## src/ppo_pkg.sv

```systemverilog
// package for the packet ordering and priority port: constants, packet carrier, states
package ppo_pkg;

	// ==========================================================================
	// priority scale and packet classes
	localparam int          PRIO_LEVELS  = 4;
	localparam logic [1:0]  PRIO_TOP     = 2'h3;
	localparam logic [1:0]  PRIO_LOW     = 2'h0;
	localparam logic [3:0]  FTYPE_MAINT  = 4'h8;

	// ==========================================================================
	// buffer sizing
	localparam int          TXQ_DEPTH    = 4;
	localparam int          RXQ_DEPTH    = 16;
	localparam int          RX_RSV_LEVEL = 1;
	localparam int          MIN_RX_SLOTS = 4;
	localparam int          NUM_OUT_PORT = 4;

	// ==========================================================================
	// field widths
	localparam int          ID_W         = 8;
	localparam int          PAYLOAD_W    = 32;

	// ==========================================================================
	// packet carrier; one word stands for one maximum-length packet
	typedef struct packed {
		logic [1:0]           prio;
		logic                 crf;
		logic [3:0]           ftype;
		logic                 isResp;
		logic                 needResp;
		logic [ID_W-1:0]      srcEndpointId;
		logic [ID_W-1:0]      destEndpointId;
		logic [PAYLOAD_W-1:0] payload;
	} ppo_pkt_t;

	localparam int          PKT_W        = $bits(ppo_pkt_t);

	// ==========================================================================
	// transmit state
	typedef enum logic [0:0] {
		TX_IDLE = 1'b0,
		TX_WAIT = 1'b1
	} ppo_tx_state_t;

endpackage

```

## src/ppo_port.sv

```systemverilog
// packet ordering, priority selection and input reservation for one fabric port
`timescale 1ns/1ps

// ============================================================================
// receive buffer: plain fifo with valid/ready on both sides and a fill level
module ppo_fifo #(
	parameter int WIDTH = 8,
	parameter int DEPTH = 16
) (
	input  wire logic                       clk_sys,
	input  wire logic                       reset,
	input  wire logic                       inValid,
	output logic                            inReady,
	input  wire logic [WIDTH-1:0]           inData,
	output logic                            outValid,
	input  wire logic                       outReady,
	output logic [WIDTH-1:0]                outData,
	output logic [$clog2(DEPTH+1)-1:0]      level
);
	localparam int AW = $clog2(DEPTH);
	localparam int CW = $clog2(DEPTH+1);
	localparam logic [CW-1:0] FULL_CNT = CW'(DEPTH);

	typedef struct packed {
		logic [DEPTH-1:0][WIDTH-1:0] mem;
		logic [AW-1:0]               wrPtr;
		logic [AW-1:0]               rdPtr;
		logic [CW-1:0]               count;
	} ppo_fifo_state_t;

	ppo_fifo_state_t st_ff;
	ppo_fifo_state_t nxt_st;
	logic            doWr;
	logic            doRd;

	assign inReady  = st_ff.count != FULL_CNT;
	assign outValid = st_ff.count != '0;
	assign outData  = st_ff.mem[st_ff.rdPtr];
	assign level    = st_ff.count;
	assign doWr     = inValid && inReady;
	assign doRd     = outValid && outReady;

	always_comb begin
		nxt_st = st_ff;
		if (doWr) begin
			nxt_st.mem[st_ff.wrPtr] = inData;
			nxt_st.wrPtr = (st_ff.wrPtr == AW'(DEPTH-1)) ? '0 : st_ff.wrPtr + 1'b1;
		end
		if (doRd) begin
			nxt_st.rdPtr = (st_ff.rdPtr == AW'(DEPTH-1)) ? '0 : st_ff.rdPtr + 1'b1;
		end
		if (doWr && !doRd) begin
			nxt_st.count = st_ff.count + 1'b1;
		end else if (doRd && !doWr) begin
			nxt_st.count = st_ff.count - 1'b1;
		end
	end

	always_ff @(posedge clk_sys) begin
		if (reset) begin
			st_ff <= '0;
		end else begin
			st_ff <= nxt_st;
		end
	end
endmodule

// ============================================================================
// Notes on behaviour
// - packets of one request flow leave in the order the transport gave them
// - an earlier higher priority request leaves before a later lower one
// - received packets reach the transport in link arrival order
// - a sent packet stays queued and owned here until the partner accepts it
// - in switch role, priority and critical flow bit pass unchanged
// - switch output port is picked from the destination id alone
// - switch keeps order within source, destination, priority and flow
// - lower priority never overtakes higher priority between same endpoints
// - maintenance packet never passes one of equal or higher priority
// - a response goes out at least one level above its request
// - a request expecting a response never uses the top level
// - switch accepts priority N when no older N-or-higher packet waits
// - one maximum-length input slot is reserved per level, usable by higher
// - after a retry at N, a queued packet above N goes next
// - endpoint accepts when its space for level N fits; else only retry
// - accept or retry depends only on input space, never on transmit state
// - requests never fill a transmit queue; a slot stays for responses
// - responses can leave while requests are blocked
// - at least four input slots with per-level reservation plus upward pick
// - a retried response is raised one level per retry, no further
// - four levels, 0 lowest and 3 highest
module ppo_port
	import ppo_pkg::*;
#(
	parameter int TXQ_D    = ppo_pkg::TXQ_DEPTH,
	parameter int RXQ_D    = ppo_pkg::RXQ_DEPTH,
	parameter int OUT_PORT = ppo_pkg::NUM_OUT_PORT
) (
	input  wire logic                           clk_sys,
	input  wire logic                           reset,
	input  wire logic                           switchMode,
	input  wire logic                           tpTxValid,
	output logic                                tpTxReady,
	input  wire ppo_pkg::ppo_pkt_t              tpTxPkt,
	output logic                                lnkTxValid,
	output ppo_pkg::ppo_pkt_t                   lnkTxPkt,
	output logic [$clog2(OUT_PORT)-1:0]         lnkTxOutPort,
	input  wire logic                           lnkTxAccepted,
	input  wire logic                           lnkTxRetry,
	input  wire logic                           lnkRxValid,
	input  wire ppo_pkg::ppo_pkt_t              lnkRxPkt,
	output logic                                lnkRxAccept,
	output logic                                lnkRxRetry,
	output logic                                tpRxValid,
	input  wire logic                           tpRxReady,
	output ppo_pkg::ppo_pkt_t                   tpRxPkt
);
	import ppo_pkg::*;

	localparam int QCW = $clog2(TXQ_D+1);
	localparam int RCW = $clog2(RXQ_D+1);
	localparam int OPW = $clog2(OUT_PORT);
	localparam logic [QCW-1:0] Q_FULL    = QCW'(TXQ_D);
	localparam logic [QCW-1:0] Q_REQ_MAX = QCW'(TXQ_D-1);
	localparam logic [RCW-1:0] RX_SLOTS  = RCW'(RXQ_D);
	localparam logic [RCW-1:0] RX_RSV    = RCW'(RX_RSV_LEVEL);

	// ========================================================================
	// state
	typedef struct packed {
		logic [PRIO_LEVELS-1:0][TXQ_D-1:0][PKT_W-1:0] qMem;
		logic [PRIO_LEVELS-1:0][QCW-1:0]              qCnt;
		logic [PRIO_LEVELS-1:0][1:0]                  qPromo;
		ppo_tx_state_t                                txState;
		logic [1:0]                                   txQ;
		ppo_pkt_t                                     txPkt;
		logic [OPW-1:0]                               outPort;
	} ppo_state_t;

	ppo_state_t     st_ff;
	ppo_state_t     nxt_st;
	ppo_pkt_t       enqPkt;
	logic [1:0]     enqQ;
	logic           enqOk;
	logic           doPop;
	logic           doRetry;
	logic [RCW-1:0] rxLevel;
	logic [RCW-1:0] rxFree;
	logic [RCW-1:0] rxNeed;
	logic           rxFits;
	logic           rxInReady;

	// ========================================================================
	// enqueue: priority assignment and response room
	always_comb begin
		enqPkt = tpTxPkt;
		if (!switchMode && tpTxPkt.isResp && tpTxPkt.prio != PRIO_TOP) begin
			enqPkt.prio = tpTxPkt.prio + 2'h1;
		end
		if (!switchMode && tpTxPkt.needResp && !tpTxPkt.isResp &&
			tpTxPkt.prio == PRIO_TOP) begin
			enqPkt.prio = PRIO_TOP - 2'h1;
		end
	end

	assign enqQ = enqPkt.prio;
	// requests stop one short of full so one slot per level stays for a response
	assign enqOk = enqPkt.isResp ? (st_ff.qCnt[enqQ] != Q_FULL)
		: (st_ff.qCnt[enqQ] < Q_REQ_MAX);
	assign tpTxReady = enqOk;

	assign doPop   = st_ff.txState == TX_WAIT && lnkTxAccepted;
	assign doRetry = st_ff.txState == TX_WAIT && lnkTxRetry && !lnkTxAccepted;

	// ========================================================================
	// queues, selection and promotion
	always_comb begin
		logic [QCW-1:0] wrIdx;
		logic [1:0]     sel;
		logic           found;
		logic [2:0]     effSum;
		ppo_pkt_t       head;
		wrIdx  = '0;
		sel    = '0;
		found  = 1'b0;
		effSum = '0;
		head   = '0;
		nxt_st = st_ff;

		// accepted head leaves; the rest of the level keeps its age order
		if (doPop) begin
			for (int i = 0; i < TXQ_D-1; i++) begin
				nxt_st.qMem[st_ff.txQ][i] = st_ff.qMem[st_ff.txQ][i+1];
			end
			nxt_st.qCnt[st_ff.txQ]   = st_ff.qCnt[st_ff.txQ] - 1'b1;
			nxt_st.qPromo[st_ff.txQ] = 2'h0;
			nxt_st.txState           = TX_IDLE;
		end
		if (doRetry) begin
			nxt_st.txState = TX_IDLE;
			// responses climb one level per retry, only as far as the top level
			if (!switchMode && st_ff.txPkt.isResp && st_ff.txPkt.prio != PRIO_TOP) begin
				nxt_st.qPromo[st_ff.txQ] = st_ff.qPromo[st_ff.txQ] + 2'h1;
			end
		end

		if (tpTxValid && enqOk) begin
			wrIdx = st_ff.qCnt[enqQ];
			if (doPop && st_ff.txQ == enqQ) begin
				wrIdx = st_ff.qCnt[enqQ] - 1'b1;
			end
			nxt_st.qMem[enqQ][wrIdx[$clog2(TXQ_D)-1:0]] = enqPkt;
			nxt_st.qCnt[enqQ] = nxt_st.qCnt[enqQ] + 1'b1;
		end

		// highest non-empty level wins, so a retry at N yields to anything above
		for (int p = 0; p < PRIO_LEVELS; p++) begin
			if (st_ff.qCnt[p] != '0) begin
				sel   = 2'(p);
				found = 1'b1;
			end
		end
		if (st_ff.txState == TX_IDLE && found) begin
			head   = ppo_pkt_t'(st_ff.qMem[sel][0]);
			effSum = {1'b0, head.prio} + {1'b0, st_ff.qPromo[sel]};
			if (!switchMode) begin
				head.prio = (effSum > {1'b0, PRIO_TOP}) ? PRIO_TOP : effSum[1:0];
			end
			nxt_st.txPkt   = head;
			nxt_st.txQ     = sel;
			nxt_st.outPort = head.destEndpointId[OPW-1:0];
			nxt_st.txState = TX_WAIT;
		end
	end

	always_ff @(posedge clk_sys) begin
		if (reset) begin
			st_ff <= '0;
		end else begin
			st_ff <= nxt_st;
		end
	end

	assign lnkTxValid   = st_ff.txState == TX_WAIT;
	assign lnkTxPkt     = st_ff.txPkt;
	assign lnkTxOutPort = st_ff.outPort;

	// ========================================================================
	// receive: reservation of one slot per level above the arriving one
	assign rxFree = RX_SLOTS - rxLevel;
	assign rxNeed = RCW'(PRIO_TOP - lnkRxPkt.prio) * RX_RSV;
	// only free space decides; transmit congestion is deliberately not looked at
	assign rxFits      = rxFree > rxNeed && rxInReady;
	assign lnkRxAccept = lnkRxValid && rxFits;
	assign lnkRxRetry  = lnkRxValid && !rxFits;

	ppo_fifo #(
		.WIDTH (PKT_W),
		.DEPTH (RXQ_D)
	) rxBuf (
		.clk_sys  (clk_sys),
		.reset    (reset),
		.inValid  (lnkRxAccept),
		.inReady  (rxInReady),
		.inData   (lnkRxPkt),
		.outValid (tpRxValid),
		.outReady (tpRxReady),
		.outData  (tpRxPkt),
		.level    (rxLevel)
	);
endmodule

```

## config.mk

```make
export PLATFORM = sky130hd
export DESIGN_NAME = ppo_port
export DESIGN_NICKNAME = d
export VERILOG_FILES = /design/src/ppo_pkg.sv /design/src/ppo_port.sv
export SDC_FILE = /design/constraint.sdc
export NUM_CORES = 2
export LEC_CHECK = 0
export BUFFER_PORTS_ARGS = -buffer_cell sky130_fd_sc_hd__clkbuf_2
export CAP_MARGIN = 15
export CORE_MARGIN = 2
export CORE_UTILIZATION = 52
export CTS_CLUSTER_SIZE = 40
export DETAILED_ROUTE_END_ITERATION = 16
export PLACE_DENSITY = 0.64
export RECOVER_POWER = 50
export SETUP_SLACK_MARGIN = 0.4
export SYNTH_ARGS = -nofsm -noshare
export SYNTH_HDL_FRONTEND = slang
export SYNTH_SLANG_ARGS = --single-unit
```

## constraint.sdc

```tcl
create_clock -name clk_sys -period 8.05 [get_ports clk_sys]
set_input_delay 0.4025 -clock clk_sys [delete_from_list [all_inputs] [get_ports clk_sys]]
set_output_delay 0.4025 -clock clk_sys [all_outputs]
set_load 0.01 [all_outputs]
```

==> impl_metrics.tcl <==
set metrics [dict create \
    gpl.final_weighted_congestion 0.869 \
    synthCells 8981 \
    initial_antenna_violation_count 16 \
    critical-path-top-cell-by-count "sky130_fd_sc_hd__nand2_1" \
    endpoint_kind "register" \
    post_cts_resize_count 0 \
    multiInputGateArea_um2 44300 \
    path_cells "clkbuf_1 -> ha_1 -> nor3b_1 -> mux2i_1 -> nand2_1 -> a211oi_1 -> or2_2 -> ha_1 -> nand2b_1 -> nand2_1 -> nand2_1 -> or2_0 -> a211oi_1 -> nand3_4 -> buf_4 -> a221oi_1" \
    detail_route.vias_per_cell 6.44 \
    track_usage_pct 31.9 \
    core.rowCount 149 \
    post_synthesis_async_set_or_reset_flop_share_pct 0 \
    number_of_nets_produced_by_synthesis 9124 \
    timing.final.hold_violations 0 \
    initial_core_util_pct 52.5 \
    insertion_delay_ns 0.85 \
    groute.layer.met1.usage_pct 41.2 \
    clkSinkCount 1917 \
    critPathArrivalTime_ns 7.07 \
    design.final.nets 8753 \
    post-route-worst-setup-slack_ns 1.71 \
    layout-area-overhead-vs-synth_pct 9.83 \
    place_area_um2 87900 \
    worst_ep_required_time_ns 8.78 \
    timing.hold.worst.class "in -> reg" \
    finalCritPeriodShare_pct 78.8 \
    static-leakage-power_nw 31.2 \
    flop_and_latch_count_out_of_synthesis 1917 \
    global_route_wire_length_before_repair_um 422000 \
    finalSetupViolCount 0 \
    post-route-drc-count 0 \
    coreArea_um2 165000 \
    cts.clk_slew.worst_paths_ns 0.06 \
    grt_setup_unrepaired "no" \
    finalClockSkew_ns 0.0294 \
    grt_pass1_vias 68885 \
    max-cap-violations 26 \
    synth_seq_area_share_pct 44.2 \
    largest_fanout_on_the_critical_path 29 \
    synthFlopType "sky130_fd_sc_hd__dfxtp_1" \
    power-per-cell-area_nw_per_um2 268 \
    grt.met3_usage_pct 5.18 \
    vdd.ir_drop.worst_mv 0.262 \
    netlist_area_um2 86800 \
    most-common-layout-cells "sky130_fd_sc_hd__nand2_1 (1,921), sky130_fd_sc_hd__dfxtp_1 (1,912), sky130_fd_sc_hd__a21oi_1 (1,001)" \
    crit_slowest_cell "sky130_fd_sc_hd__or2_0" \
    count_of_buffers_inserted_at_the_top_level_ports 242 \
    die_width_um 412 \
    maxSlewViolCount 1004 \
    pin_count 243 \
    crit_type "in -> reg" \
    drtPass1Iterations 6 \
    height_of_the_chip_um 412 \
    floorplan.die_area_um2 170000 \
    layout-drive-gt1-share_pct 12.8 \
    grt-ovfl-total 0 \
    cts_buffer_depth 3 \
    gr-max-usage-layer "met2" \
    ys_warn_count 0 \
    crit_path_start_kind "input port" \
    yosysUniqueCellTypes 65 \
    ff_latch_area_um2 38400 \
    run_status "complete, but fails checks" \
    final_antenna_net_count 0 \
    grt_start_max_net_pins 223 \
    mostFrequentLayoutCell "sky130_fd_sc_hd__nand2_1" \
    failed_checks "capacitance limit, slew limit" \
    finalCriticalPeriod_ns 6.34 \
    grtUsageMet2_pct 53.2 \
    maxSlewHeadroom_pct -213 \
    n_fill_cell 14142 \
    vias 70600 \
    postRouteWirelength_um 280000 \
    cts_root_buf "sky130_fd_sc_hd__clkbuf_16" \
    cts_htree_levels 4 \
    cts_buffers 199 \
    synth_enable_flop_cells 0 \
    postSynthAreaPerCell_um2 9.66 \
    cpPeakStageDelay_ns 1.00 \
    timing.setup.tns_ns 0 \
    tritoncts "done" \
    layout.cell_area.non_filler_um2 95300 \
    placement.setup.worst_slack_ns 2.30 \
    maxClockFrequency_mhz 158 \
    detailedRoute.firstIterationViolations 8189 \
    routedWlPerCell_um 25.5 \
    worst_pin_slew_ns 4.69 \
    detailedPlacementHpwl_um 147000 \
]
==> cells in the mapped netlist (4+ instances only) <==
cell type | number | share of area [%]
sky130_fd_sc_hd__a211oi_1 | 119 | 1.0
sky130_fd_sc_hd__a21boi_0 | 4 | 0.035
sky130_fd_sc_hd__a21o_1 | 5 | 0.043
sky130_fd_sc_hd__a21oi_1 | 1001 | 5.8
sky130_fd_sc_hd__a221oi_1 | 635 | 6.4
sky130_fd_sc_hd__a221oi_2 | 38 | 0.66
sky130_fd_sc_hd__a311oi_1 | 11 | 0.11
sky130_fd_sc_hd__a31oi_1 | 17 | 0.12
sky130_fd_sc_hd__and2_1 | 4 | 0.029
sky130_fd_sc_hd__and3_1 | 5 | 0.036
sky130_fd_sc_hd__buf_1 | 77 | 0.33
sky130_fd_sc_hd__buf_2 | 110 | 0.63
sky130_fd_sc_hd__buf_4 | 72 | 0.62
sky130_fd_sc_hd__clkbuf_1 | 767 | 3.3
sky130_fd_sc_hd__dfxtp_1 | 1917 | 44
sky130_fd_sc_hd__ha_1 | 19 | 0.27
sky130_fd_sc_hd__inv_1 | 24 | 0.10
sky130_fd_sc_hd__mux2i_1 | 943 | 11
sky130_fd_sc_hd__mux4_2 | 461 | 12
sky130_fd_sc_hd__nand2_1 | 1927 | 8.3
sky130_fd_sc_hd__nand2b_1 | 283 | 2.0
sky130_fd_sc_hd__nand3_1 | 30 | 0.17
sky130_fd_sc_hd__nand4_1 | 10 | 0.072
sky130_fd_sc_hd__nor2_1 | 373 | 1.6
sky130_fd_sc_hd__nor2b_1 | 5 | 0.036
sky130_fd_sc_hd__nor3_1 | 13 | 0.075
sky130_fd_sc_hd__nor3b_1 | 5 | 0.043
sky130_fd_sc_hd__o21a_1 | 5 | 0.043
sky130_fd_sc_hd__o21ai_0 | 22 | 0.13
sky130_fd_sc_hd__or2_2 | 7 | 0.050
sky130_fd_sc_hd__or3_1 | 4 | 0.029
sky130_fd_sc_hd__xnor2_1 | 6 | 0.061
sky130_fd_sc_hd__xor2_1 | 12 | 0.12
==> metrics by stage <==
step / total power [mW] / utilization (%) / instances / hold WS (ns)
3_5_place_dp: 16.3 / 53.2 / 10496 / 0.437
6_report: 25.6 / 57.6 / 10969 / 0.0392
2_1_floorplan: 14.6 / - / 8981 / 0.422
4_1_cts: 25.6 / 57.8 / 10961 / 0.000885
5_1_grt: 26.4 / 57.6 / 10966 / 0.0388
3_3_place_gp: 16.2 / 53.2 / 10496 / 0.430
==> worst max-delay path, delay by kind of cell <==
family | cells | cell delay, ns
AND/OR/NAND/NOR | 8 | 3.50
AO/OA/AOI/OAI | 3 | 1.47
buffers and inverters | 2 | 0.73
adder cells (fa/ha/maj) | 2 | 0.52
multiplexers | 1 | 0.40
==> per-layer routing <==
layer  part of all wire [%]  up-vias
met5                  0.037        -
met4                    3.9       16
met3                    8.1      693
met2                     48     3329
met1                     40    35038
li1                       -    31524
==> sequential cells by signal, summed over array words and instances, names as in the netlist <==
register,cells
st_ff,934
lnkTxPkt,57
rxBuf.st_ff,920
lnkTxValid,1
rxBuf.level,5
==> where the power goes <==
part	switching [mW]	internal, mW
Combinational	3.77	1.98
Clock	3.99	5.38
Sequential	0.428	10.0
Total	8.18	17.4
==> final timing paths <==
path | slack, ns | from | cells past startpoint | to
worst max register to register | 1.73 | st_ff[76]$_SDFF_PP0_ | 6 | lnkTxPkt[31]$_SDFFE_PP0P_
worst min-delay path | 0.04 | tpTxPkt[9] | 3 | st_ff[490]$_SDFFE_PP0P_
worst min register to register | 0.45 | st_ff[765]$_SDFFE_PP0P_ | 2 | st_ff[765]$_SDFFE_PP0P_
worst max-delay path | 1.71 | tpTxPkt[55] | 16 | st_ff[123]$_SDFF_PP0_
==> cell type report <==
cell class,instances,area share (%)
antenna,8,0.0210
clock buffer,312,6.30
clock inverter,51,0.639
inverter,26,0.102
multi-input combinational,6011,46.5
sequential,1917,40.3
tap,2189,2.87
timing repair buffer,455,3.26
==> kinds of logic after synthesis <==
logic type / Yosys count / share of synthesized area [%]
multiplexers: 1408 / 22.9
buffers and inverters: 1053 / 5.03
AO/OA/AOI/OAI: 1874 / 14.5
adder cells (fa/ha/maj): 21 / 0.320
flip-flops: 1917 / 44.2
XOR/XNOR: 19 / 0.200
AND/OR/NAND/NOR: 2689 / 12.8
==> what timing repair did <==
| action | CTS | global route |
|---|---|---|
| setup buffers | 0 | 0 |
| hold buffers | 102 | 0 |
| endpoints found under the hold margin | 988 | 0 |
Note: power is estimated with default switching activity, not from simulation.
